## config.mk

```make
export PLATFORM = sky130hd
export DESIGN_NAME = lfiv_top
export DESIGN_NICKNAME = d
export VERILOG_FILES = /design/src/core/lfiv_pkg.sv /design/src/core/lfiv_top.sv
export SDC_FILE = /design/constraint.sdc
export NUM_CORES = 1
export LEC_CHECK = 0
export BUFFER_PORTS_ARGS = -buffer_cell sky130_fd_sc_hd__buf_2
export CAP_MARGIN = 20
export CORE_MARGIN = 10
export CORE_UTILIZATION = 34
export DETAILED_ROUTE_END_ITERATION = 8
export GPL_TIMING_DRIVEN = 0
export PLACE_DENSITY_LB_ADDON = 0.1
export SYNTH_ARGS = -nofsm -noshare
export SYNTH_HDL_FRONTEND = slang
export SYNTH_SLANG_ARGS = --single-unit
```

## constraint.sdc

```tcl
create_clock -name SYS_CLK_IN -period 3.47 [get_ports SYS_CLK_IN]
set_clock_uncertainty 0.15 [all_clocks]
set_input_delay 0.694 -clock SYS_CLK_IN [delete_from_list [all_inputs] [get_ports SYS_CLK_IN]]
set_output_delay 0.694 -clock SYS_CLK_IN [all_outputs]
set_load 0.01 [all_outputs]
```

## src/core/lfiv_pkg.sv

```systemverilog
// Package for the legacy flags word block: field positions, masks, reset.
// Assumes a single core clock domain; used by lfiv_top, lfiv_checker and the testbench.
package lfiv_pkg;
	localparam int unsigned LFIV_WIDTH = 64;
	// Field positions inside the legacy status word
	localparam int unsigned LFIV_CARRY_POS = 0;
	localparam int unsigned LFIV_ONE_POS = 1;
	localparam int unsigned LFIV_PARITY_POS = 2;
	localparam int unsigned LFIV_ZERO3_POS = 3;
	localparam int unsigned LFIV_AUX_POS = 4;
	localparam int unsigned LFIV_ZERO5_POS = 5;
	localparam int unsigned LFIV_ZFLAG_POS = 6;
	localparam int unsigned LFIV_SIGN_POS = 7;
	localparam int unsigned LFIV_STEP_POS = 8;
	localparam int unsigned LFIV_IGATE_POS = 9;
	localparam int unsigned LFIV_DIR_POS = 10;
	localparam int unsigned LFIV_OVF_POS = 11;
	localparam int unsigned LFIV_IOPL_LO_POS = 12;
	localparam int unsigned LFIV_IOPL_HI_POS = 13;
	localparam int unsigned LFIV_NEST_POS = 14;
	localparam int unsigned LFIV_ZERO15_POS = 15;
	localparam int unsigned LFIV_RESUME_POS = 16;
	localparam int unsigned LFIV_V86_POS = 17;
	localparam int unsigned LFIV_ALIGN_POS = 18;
	localparam int unsigned LFIV_VIF_POS = 19;
	localparam int unsigned LFIV_VIP_POS = 20;
	localparam int unsigned LFIV_PROBE_POS = 21;
	// Bits that hold state (all defined flags except fixed ones)
	localparam logic [63:0] LFIV_STORE_MASK = 64'h0000_0000_003f_7fd5;
	// Bits that always read as one
	localparam logic [63:0] LFIV_ONE_MASK = 64'h0000_0000_0000_0002;
	// Bits that native writes must leave zero
	localparam logic [63:0] LFIV_RSVD_MASK = 64'hffff_ffff_ffc0_0000;
	// Value of the word after reset
	localparam logic [63:0] LFIV_RESET_VAL = 64'h0000_0000_0000_0002;
	// Source of a legacy write to the word
	typedef enum logic [1:0] {
		LFIV_SRC_NONE = 2'h0,
		LFIV_SRC_CLI = 2'h1,
		LFIV_SRC_STI = 2'h3,
		LFIV_SRC_POP = 2'h2
	} lfiv_src_t;
endpackage

```

## src/core/lfiv_top.sv

```systemverilog
// Legacy status word with interrupt-enable gating and flag intercepts.
// Assumes the execution pipeline presents one write or retire per cycle.
//
// Operation
// RL1: No flag of the legacy status word affects native instruction execution; io privilege still gates native writes of the gate bit.
// RL2: Alignment, step, resume, virtual and privilege flags govern legacy only; io privilege also gates native writes of the gate bit.
// RL3: The nested task flag controls nothing; legacy writes to it trap.
// RL4: A native write with non-zero reserved bits raises a reserved fault.
// RL5: Legacy interrupts open when global enable and (no passthru or gate).
// RL6: Native interrupts open solely on the global enable.
// RL7: With the toggle trap on, a legacy gate change by cli/sti/pop traps.
// RL8: Bit 0 holds the carry flag for legacy arithmetic and branches.
// RL9: Bit 1 ignores writes and always reads one.
// RL10: Bits 3, 5 and 15 ignore writes and read zero.
// RL11: Interrupt gate virtualisation is independent of virtual-mode logic.
// RL12: Gate writes take effect only when privilege is at most io privilege.
// RL13: Single step raises a debug trap after each legacy instruction.
`timescale 1ns/1ps
module lfiv_top
	import lfiv_pkg::*;
(
	input wire logic SYS_CLK_IN, // Core clock, 40 MHz
	input wire logic RST_N_IN, // Asynchronous reset, active low
	input wire logic LEGACY_MODE_IN, // 1 while legacy code executes
	input wire logic NATIVE_WR_IN, // Native write of the flags register
	input wire logic [63:0] NATIVE_WDATA_IN, // Native write data
	input wire logic LEGACY_WR_IN, // Legacy instruction updates the word
	input wire lfiv_pkg::lfiv_src_t LEGACY_SRC_IN, // Which legacy writer
	input wire logic [63:0] LEGACY_WDATA_IN, // Legacy write data
	input wire logic LEGACY_RETIRE_IN, // Legacy instruction retired ok
	input wire logic GLOBAL_IRQ_EN_IN, // Global interrupt enable
	input wire logic [1:0] CUR_PRIV_IN, // Current privilege level
	input wire logic IRQ_PASSTHRU_IN, // Legacy irq mask passthru control
	input wire logic IRQ_TRAP_EN_IN, // Legacy irq toggle trap enable
	output logic [63:0] FLAGS_OUT, // Legacy status word read value
	output logic CARRY_OUT, // Carry flag for legacy ops
	output logic IRQ_ENABLE_OUT, // External interrupts enabled
	output logic RSVD_FAULT_OUT, // Reserved field fault pulse
	output logic FLAG_TRAP_OUT, // System flag intercept pulse
	output logic DEBUG_TRAP_OUT, // Single step debug trap pulse
	output logic LEGACY_CTRL_OUT // Legacy-only control flags active
);
	import lfiv_pkg::*;

	typedef struct packed {
		logic [63:0] word;
		logic carry;
		logic irq_en;
		logic rsvd_fault;
		logic flag_trap;
		logic dbg_trap;
		logic legacy_ctrl;
	} lfiv_state_t;

	lfiv_state_t s_q;
	lfiv_state_t s_d;

	// Sanitise a value into stored form: fixed bits forced
	function automatic logic [63:0] lfiv_clean(input logic [63:0] v);
		lfiv_clean = (v & LFIV_STORE_MASK) | LFIV_ONE_MASK;
	endfunction

	//////////////////////////////////////////////////////////////////////
	// Next state
	logic [63:0] wv;
	logic gate_ok;
	logic gate_change;
	logic [1:0] iopl;
	always_comb begin
		s_d = s_q;
		s_d.rsvd_fault = 1'b0;
		s_d.flag_trap = 1'b0;
		s_d.dbg_trap = 1'b0;
		iopl = s_q.word[LFIV_IOPL_HI_POS:LFIV_IOPL_LO_POS];
		gate_ok = (CUR_PRIV_IN <= iopl); // see RL12
		wv = s_q.word;
		gate_change = 1'b0;
		if (NATIVE_WR_IN && !LEGACY_MODE_IN) begin
			if ((NATIVE_WDATA_IN & LFIV_RSVD_MASK) != 64'h0) begin
				s_d.rsvd_fault = 1'b1; // see RL4
			end else begin
				wv = NATIVE_WDATA_IN;
				if (!gate_ok) begin
					wv[LFIV_IGATE_POS] = s_q.word[LFIV_IGATE_POS]; // see RL12
				end
				s_d.word = lfiv_clean(wv); // see RL9 see RL10
			end
		end else if (LEGACY_WR_IN && LEGACY_MODE_IN) begin
			wv = LEGACY_WDATA_IN;
			if (!gate_ok) begin
				wv[LFIV_IGATE_POS] = s_q.word[LFIV_IGATE_POS]; // see RL12
			end
			gate_change = wv[LFIV_IGATE_POS] != s_q.word[LFIV_IGATE_POS];
			// Gate toggle trap, independent of virtual-mode bits
			if (IRQ_TRAP_EN_IN && gate_change &&
					LEGACY_SRC_IN != LFIV_SRC_NONE) begin
				s_d.flag_trap = 1'b1; // see RL7 see RL11
			end
			// Nested task changes are always intercepted
			if (wv[LFIV_NEST_POS] != s_q.word[LFIV_NEST_POS]) begin
				s_d.flag_trap = 1'b1; // see RL3
			end
			// Step flag changed by pop is intercepted
			if (LEGACY_SRC_IN == LFIV_SRC_POP &&
					wv[LFIV_STEP_POS] != s_q.word[LFIV_STEP_POS]) begin
				s_d.flag_trap = 1'b1;
			end
			s_d.word = lfiv_clean(wv); // see RL9 see RL10
		end
		// Step trap only after legacy retire
		s_d.dbg_trap = LEGACY_MODE_IN && LEGACY_RETIRE_IN &&
			s_q.word[LFIV_STEP_POS]; // see RL13 see RL2
		s_d.carry = s_d.word[LFIV_CARRY_POS]; // see RL8
		// Interrupt enable per instruction set
		if (LEGACY_MODE_IN) begin
			s_d.irq_en = GLOBAL_IRQ_EN_IN && (!IRQ_PASSTHRU_IN ||
				s_d.word[LFIV_IGATE_POS]); // see RL5
		end else begin
			s_d.irq_en = GLOBAL_IRQ_EN_IN; // see RL6 see RL1
		end
		// Legacy controls only visible in legacy mode
		s_d.legacy_ctrl = LEGACY_MODE_IN && (s_d.word[LFIV_ALIGN_POS] ||
			s_d.word[LFIV_RESUME_POS] || s_d.word[LFIV_V86_POS] ||
			s_d.word[LFIV_VIF_POS] || s_d.word[LFIV_VIP_POS]); // see RL2
	end

	//////////////////////////////////////////////////////////////////////
	// State register
	always_ff @(posedge SYS_CLK_IN or negedge RST_N_IN) begin
		if (!RST_N_IN) begin
			s_q <= '{word: LFIV_RESET_VAL, default: 1'b0};
		end else begin
			s_q <= s_d;
		end
	end

	//////////////////////////////////////////////////////////////////////
	// Outputs straight from flops
	assign FLAGS_OUT = s_q.word;
	assign CARRY_OUT = s_q.carry;
	assign IRQ_ENABLE_OUT = s_q.irq_en;
	assign RSVD_FAULT_OUT = s_q.rsvd_fault;
	assign FLAG_TRAP_OUT = s_q.flag_trap;
	assign DEBUG_TRAP_OUT = s_q.dbg_trap;
	assign LEGACY_CTRL_OUT = s_q.legacy_ctrl;
endmodule

```

==> impl_results.md, run 1 <==
- Status: complete, no violations
- R2r startpoint: FLAGS_OUT[13]
- Most numerous cell in the Yosys netlist: buf_4
- Peak VDD IR: 0.234 mV
- Synthesis-stage register bit count: 24
- Tcrit/Tclk final: 0.780
- Reg2reg path depth: 7
- YS warnings: 0
- CTS H-tree lvls: 1
- Post-synth top cells: buf_4 (46), nand2_1 (28), dfrtp_1 (23)
- Cell area after layout: 2510 um^2
- Drt drc: 0
- Placer Congestion: 0.765
- Post-synth EDFFs: 0
- Synth cell types: 35
- GRT Residual Overflow: 0
- Crit end category: flip-flop
- Placed instance area: 2440 um^2
- Worst r2r dst: IRQ_ENABLE_OUT
- CP Launch Point: NATIVE_WDATA_IN[56]
- Std-Cell Rows: 25
- Initial core utilization: 0.347
- Flop-to-flop setup slack: 1630 ps
- Cells after DPL: 393
- ANT cells: 0
- Longest Clk Path Bufs: 2
- Initial antenna violation count: 0
- CP Data Required Time: 3480 ps
- Hold Vio Cnt, Final: 0
- Final setup viols: 0
- Final HPWL DP: 5080 um
- Clock Power Share: 0.292
- Comb pwr share: 0.310
- Vias in the first global route: 1756
- Lkg Pwr: 0.00147 uW
- Setup TNS: 0 ps
- Via/cell ratio: 4.21
- Pins Over Slew Limit: 0
- Sequential share of power: 0.398
- Share of cells above drive strength 1: 0.496
- Largest net degree at the start of global routing: 25
- Startpoint types: input pin
- WL/cell: 14.5 um
- Clk pin slew, worst setup/hold paths: 90 ps
- Postcts setup bufs: 0
- Clock root buffer: clkbuf_8
- Antenna viol nets, final: 0
- Switch share: 0.287
- Post-CTS sizing: 0
- RSZ-0062 raised after global routing: no
- CP Capture Point: LEGACY_CTRL_OUT
- Initial DRC Count: 41
- Final std cells w/o fill: 397
- Post-CTS Hold Fix Bufs: 0
- Nets: 487
- Min Tclk post-route: 2710 ps
- Seq/Total Area, Yosys: 0.369
- Area grow syn2layout: 54.0%
- Core area: 4690 um^2
- Pwr Density: 333 nW/um^2
- F_max: 370 MHz
- Mapped Avg Cell Area: 9.06 um^2
- Die height: 89.2 um
- Hold WC Path Type: input pin to async pin
- Number of max-cap violations: 0
- Total Routing Usage GR: 0.135
- Area leader, netlist: dfrtp_1
- Async S/R FF share, synth: 1.00
- Worst-margin pin slew: 720 ps
- Post-Syn Area: 1630 um^2
- Ports: 211
- Clock Latency Late Sink: 260 ps
- Int Power: 596 uW
- Final WL: 5780 um
- Crit Path Max Fanout: 10
- CTS Buf Count: 3
- IO buf count: 115
- Die ar.: 7960 um^2
- Synth top area cells: dfrtp_1 (35%), buf_4 (21%), nand2_1 (6.4%)
- CTS sink cnt: 24
- Data arrival, critical path: 2710 ps
- Mapped Cells: 180
- CTS tree: yes
- Net Switching: 240 uW
- Routed via count: 1671
- Top FF cell, synth: dfrtp_1
- Die W: 89.2 um
- Drt pass-1 iters: 4
- Utilization after layout: 0.535
- Headroom to the max-slew limit: 0.517
- Crit path kind: input pin to flip-flop
- Yosys top cell area share: 0.353
- First-pass GRT wire length: 8540 um
-- final cells by class --
class | instances | area (um^2)
Fill cell | 472 | 2180
Multi-Input combinational cell | 144 | 811
Sequential cell | 24 | 602
Timing Repair Buffer | 115 | 576
Buffer | 50 | 360
Tap cell | 54 | 67.6
Clock buffer | 3 | 41.3
Clock inverter | 1 | 30.0
Inverter | 6 | 22.5
-- cell families after synthesis --
group | synth area share
adders and majority gates | 0.0153
buffers and inverters | 0.235
DFF | 0.369
other | 0.00230
xor gates and xnor gates | 0.0161
and+or+nand+nor | 0.204
AOI/OAI and AO/OA | 0.109
muxes | 0.0491
-- per-layer routing --
| metal | wire length [um] | global-route usage | share of wire |
|---|---|---|---|
| met1 | 2280 | 0.160 | 0.39 |
| met2 | 2740 | 0.227 | 0.47 |
| met3 | 703 | 0.0547 | 0.12 |
| met4 | 52 | 0.0246 | 0.0090 |
| met5 | 0 | 0 | 0 |
-- power by group through the flow --
stage / logic (uW) / clock network, uW / registers (uW)
2_1_floorplan: 127 / 0 / 355
3_3_place_gp: 256 / 0 / 338
3_5_place_dp: 259 / 0 / 338
4_1_cts: 259 / 254 / 333
5_1_grt: 293 / 262 / 338
6_report: 259 / 244 / 333
-- state kept, by name (all words and copies together) (netlist names) --
register,count
LEGACY_CTRL_OUT,1
RSVD_FAULT_OUT,1
FLAGS_OUT,19
FLAG_TRAP_OUT,1
DEBUG_TRAP_OUT,1
IRQ_ENABLE_OUT,1
-- how the worst min path moves through the flow --
stage | end | startpoint | slack [ps]
after CTS | FLAGS_OUT[0] | RST_N_IN | 260
after global placement | FLAGS_OUT[21] | FLAGS_OUT[21] | 300
after global routing | FLAGS_OUT[0] | RST_N_IN | 290
after floorplan | DEBUG_TRAP_OUT | RST_N_IN | 250
after detailed placement | FLAGS_OUT[21] | FLAGS_OUT[21] | 310
final | FLAGS_OUT[0] | RST_N_IN | 250
-- stage by stage --
| stage | hold WS [ps] | total power (uW) | setup WS [ps] |
|---|---|---|---|
| 6_report | 252 | 836 | 764 |
| 4_1_cts | 259 | 846 | 709 |
| 3_5_place_dp | 308 | 597 | 410 |
| 2_1_floorplan | 248 | 482 | 939 |
| 5_1_grt | 289 | 894 | 464 |
| 3_3_place_gp | 304 | 594 | 427 |
-- cell usage in the layout (no fill, tap or decap), drive strengths merged --
master    n
a21oi     2
conb     45
and4      2
or3       1
a221oi    1
nand2b    2
nand2    28
nor2      6
o22ai     1
inv       6
xor2      1
nor3      1
a31oi     1
o31ai     1
a32oi     1
mux2i     8
clkbuf    7
dfrtp    23
nor2b     2
and2      1
and3      3
o41a      1
nand4     3
a22oi    12
nor4     11
o21ai     4
ha        2
xnor2     2
a41oi     1
buf     161
bufinv    1
nand3     1
dfstp     1
-- critical path: stages --
cell and delay, ps:
buf_2 90, nor4_1 360, nand3_1 220, nor4_4 700, mux2i_1 210, o41a_1 430
Note: power is estimated with default switching activity, not from simulation.
==> run 2: changes to the inputs <==
--- a/config.mk
+++ b/config.mk
@@ -8,7 +8,7 @@
 export BUFFER_PORTS_ARGS = -buffer_cell sky130_fd_sc_hd__buf_2
 export CAP_MARGIN = 20
 export CORE_MARGIN = 10
-export CORE_UTILIZATION = 34
+export CORE_UTILIZATION = 32
 export DETAILED_ROUTE_END_ITERATION = 8
 export GPL_TIMING_DRIVEN = 0
 export PLACE_DENSITY_LB_ADDON = 0.1
==> constraint.sdc (replaced) <==
create_clock -name SYS_CLK_IN -period 2.8 [get_ports SYS_CLK_IN]
set_clock_uncertainty 0.15 [all_clocks]
set_input_delay 0.56 -clock SYS_CLK_IN [delete_from_list [all_inputs] [get_ports SYS_CLK_IN]]
set_output_delay 0.56 -clock SYS_CLK_IN [all_outputs]
set_load 0.01 [all_outputs]
==> run 2 against run 1 <==
  * Die area increased by 4.8%
  * Critical path depth increased by 1
  * Hold slack lost 130 ps
  * Core utilization fell by 0.74 points
  * Non-clock buffer count is 2 higher
  * Sequential share of layout area fell by 0.30 points
  * Sequential power increased by 24%
  * Register-to-register slack got worse by 640 ps
  * Via count up 0.90%
  * Clock-buffer cell count stayed put
  * First-iteration DRC count up 24%
==> impl_results.md, run 2 (synthesized netlist as in run 1, its figures left out) <==
- Headroom to the max-slew limit: 0.607 (was 0.517)
- CTS H-tree lvls: 1 (unchanged)
- ANT cells: 0 (unchanged)
- Met2 Track Usage GR: 0.229 (was 0.227)
- Placer Congestion: 0.768 (was 0.765)
- Worst setup margin: 481 ps (was 764 ps)
- Worst r2r dst: FLAGS_OUT[9] (was IRQ_ENABLE_OUT)
- Final std cells w/o fill: 412 (was 397)
- Pre-CTS setup slack: -104 ps (was 410 ps)
- Initial antenna violation count: 0 (unchanged)
- Share of cells above drive strength 1: 0.499 (was 0.496)
- R2r startpoint: FLAGS_OUT[13] (unchanged)
- Drt drc: 0 (unchanged)
- Longest Clk Path Bufs: 2 (unchanged)
- CP Data Required Time: 2810 ps (was 3480 ps)
- Startpoint types: input pin (unchanged)
- Setup TNS: 0 ps (unchanged)
- GR peak layer: met2 (unchanged)
- Postcts setup bufs: 0 (unchanged)
- Status: complete, no violations (unchanged)
- Final WL: 5790 um (was 5780 um)
- Antenna viol nets, final: 0 (unchanged)
- GRT met1 Usage: 0.146 (was 0.160)
- Final HPWL DP: 5140 um (was 5080 um)
- Placed instance area: 2450 um^2 (was 2440 um^2)
- RSZ-0062 raised after global routing: no (unchanged)
- Die ar.: 8350 um^2 (was 7960 um^2)
- Total Routing Usage GR: 0.129 (was 0.135)
- Worst path cell trace: buf_2, nor4_1, nand4_1, nor4_4, buf_4, mux2i_1, o41a_1 (was buf_2, nor4_1, nand3_1, nor4_4, mux2i_1, o41a_1)
- Crit end category: flip-flop (unchanged)
- Clk pin slew, worst setup/hold paths: 90 ps (about the same)
- CTS Buf Count: 3 (unchanged)
- First-pass GRT wire length: 8960 um (was 8540 um)
- Hold Vio Cnt, Final: 0 (unchanged)
- Die W: 91.4 um (was 89.2 um)
- Initial core utilization: 0.338 (was 0.347)
- Drt pass-1 iters: 4 (unchanged)
- WL/cell: 14.0 um (was 14.5 um)
- Nets: 489 (was 487)
- Largest net degree at the start of global routing: 25 (unchanged)
- Post-CTS sizing: 0 (unchanged)
- Flop-to-flop setup slack: 990 ps (was 1630 ps)
- Reg2reg path depth: 7 (unchanged)
- Pwr Density: 407 nW/um^2 (was 333 nW/um^2)
- Vias in the first global route: 1804 (was 1756)
- Via/cell ratio: 4.09 (was 4.21)
- Die height: 91.4 um (was 89.2 um)
- Lkg Pwr: 0.00148 uW (was 0.00147 uW)
- Area grow syn2layout: 55.9% (was 54.0%)
- Clock Latency Late Sink: 250 ps (was 260 ps)
- F_max: 431 MHz
- Worst-margin pin slew: 589 ps (was 720 ps)
- GRT Residual Overflow: 0 (unchanged)
- Pins Over Slew Limit: 0 (unchanged)
- Std-Cell Rows: 25 (unchanged)
- IO buf count: 115 (unchanged)
- Final setup viols: 0 (unchanged)
- Hold WC Path Type: input pin to async pin (unchanged)
- Ports: 211 (unchanged)
- Commonest non-fill, non-tap cell in the layout: buf_2 (unchanged)
- Critical Path Max Stage Delay: 400 ps (was 700 ps)
- CTS tree: yes (unchanged)
- Initial DRC Count: 51 (was 41)
- Most frequent cells in the layout: buf_2 (115), buf_4 (48), conb_1 (45), nand2_1 (28), dfrtp_1 (23) (was buf_2 (115), buf_4 (46), conb_1 (45), nand2_1 (28), dfrtp_1 (23))
- Routed via count: 1686 (was 1671)
- Min Tclk post-route: 2320 ps
- Clock root buffer: clkbuf_8 (unchanged)
- Data arrival, critical path: 2330 ps (was 2710 ps)
- M3 GR Usage: 0.0543 (was 0.0547)
- Cells after DPL: 406 (was 393)
- Crit Path Max Fanout: 8 (was 10)
- Peak VDD IR: 0.342 mV (was 0.234 mV)
- Number of max-cap violations: 0 (unchanged)
- Crit path kind: input pin to flip-flop (unchanged)
- Cell area after layout: 2540 um^2 (was 2510 um^2)
- Post-CTS Hold Fix Bufs: 0 (unchanged)
- CTS sink cnt: 24 (unchanged)
- Tcrit/Tclk final: 0.828
- Core area: 4820 um^2 (was 4690 um^2)
- Slowest cell on the critical path: o41a_1 (was nor4_4)
- Max reg flops: 19 (unchanged)
run 2: cell type report:
cell class | count | area [um^2]
clock buffer | 3 | 41.3
fill | 512 | 2280
buffer | 50 | 360
inverter | 6 | 22.5
sequential | 24 | 602
clock inverter | 1 | 30.0
multi-input combinational | 144 | 811
timing repair buffer | 117 | 591
tap | 67 | 83.8
run 2: how the worst max path moves through the flow:
stage	slack, ps	to	cells past startpoint	startpoint
finish	480	LEGACY_CTRL_OUT	7	NATIVE_WDATA_IN[48]
global route	290	FLAGS_OUT[12]	8	NATIVE_WDATA_IN[48]
floorplan	400	LEGACY_CTRL_OUT	5	NATIVE_WDATA_IN[36]
CTS	170	FLAGS_OUT[14]	7	NATIVE_WDATA_IN[53]
detailed placement	-100	FLAGS_OUT[0]	7	NATIVE_WDATA_IN[53]
global placement	-90	FLAGS_OUT[0]	7	NATIVE_WDATA_IN[53]
run 2: critical path: cells and delay by family:
family / cells / cell delay [ps]
and+or+nand+nor: 3 / 940
buffers and inverters: 2 / 310
muxes: 1 / 110
AOI/OAI and AO/OA: 1 / 400
run 2: report_power, final:
part,internal (uW),total [uW],switching (uW),leakage (uW)
registers,387,412,24.7,0.000293
clock network,191,302,111,0.0000357
logic,160,319,159,0.00115
total,738,1030,295,0.00148
run 2: stage by stage:
| stage | utilization | power (uW) | hold slack (ps) |
|---|---|---|---|
| finish | 0.528 | 1030 | 122 |
| floorplan | - | 597 | 114 |
| global placement | 0.510 | 738 | 305 |
| detailed placement | 0.510 | 740 | 307 |
| CTS | 0.524 | 1050 | 132 |
| global route | 0.528 | 1110 | 152 |
run 2: metal layers:
| metal | part of all wire | wire length, um | vias up |
|---|---|---|---|
| li1 | - | - | 870 |
| met5 | 0 | 0 | - |
| met2 | 0.48 | 2770 | 83 |
| met3 | 0.088 | 511 | 4 |
| met1 | 0.42 | 2460 | 729 |
| met4 | 0.0081 | 47 | 0 |
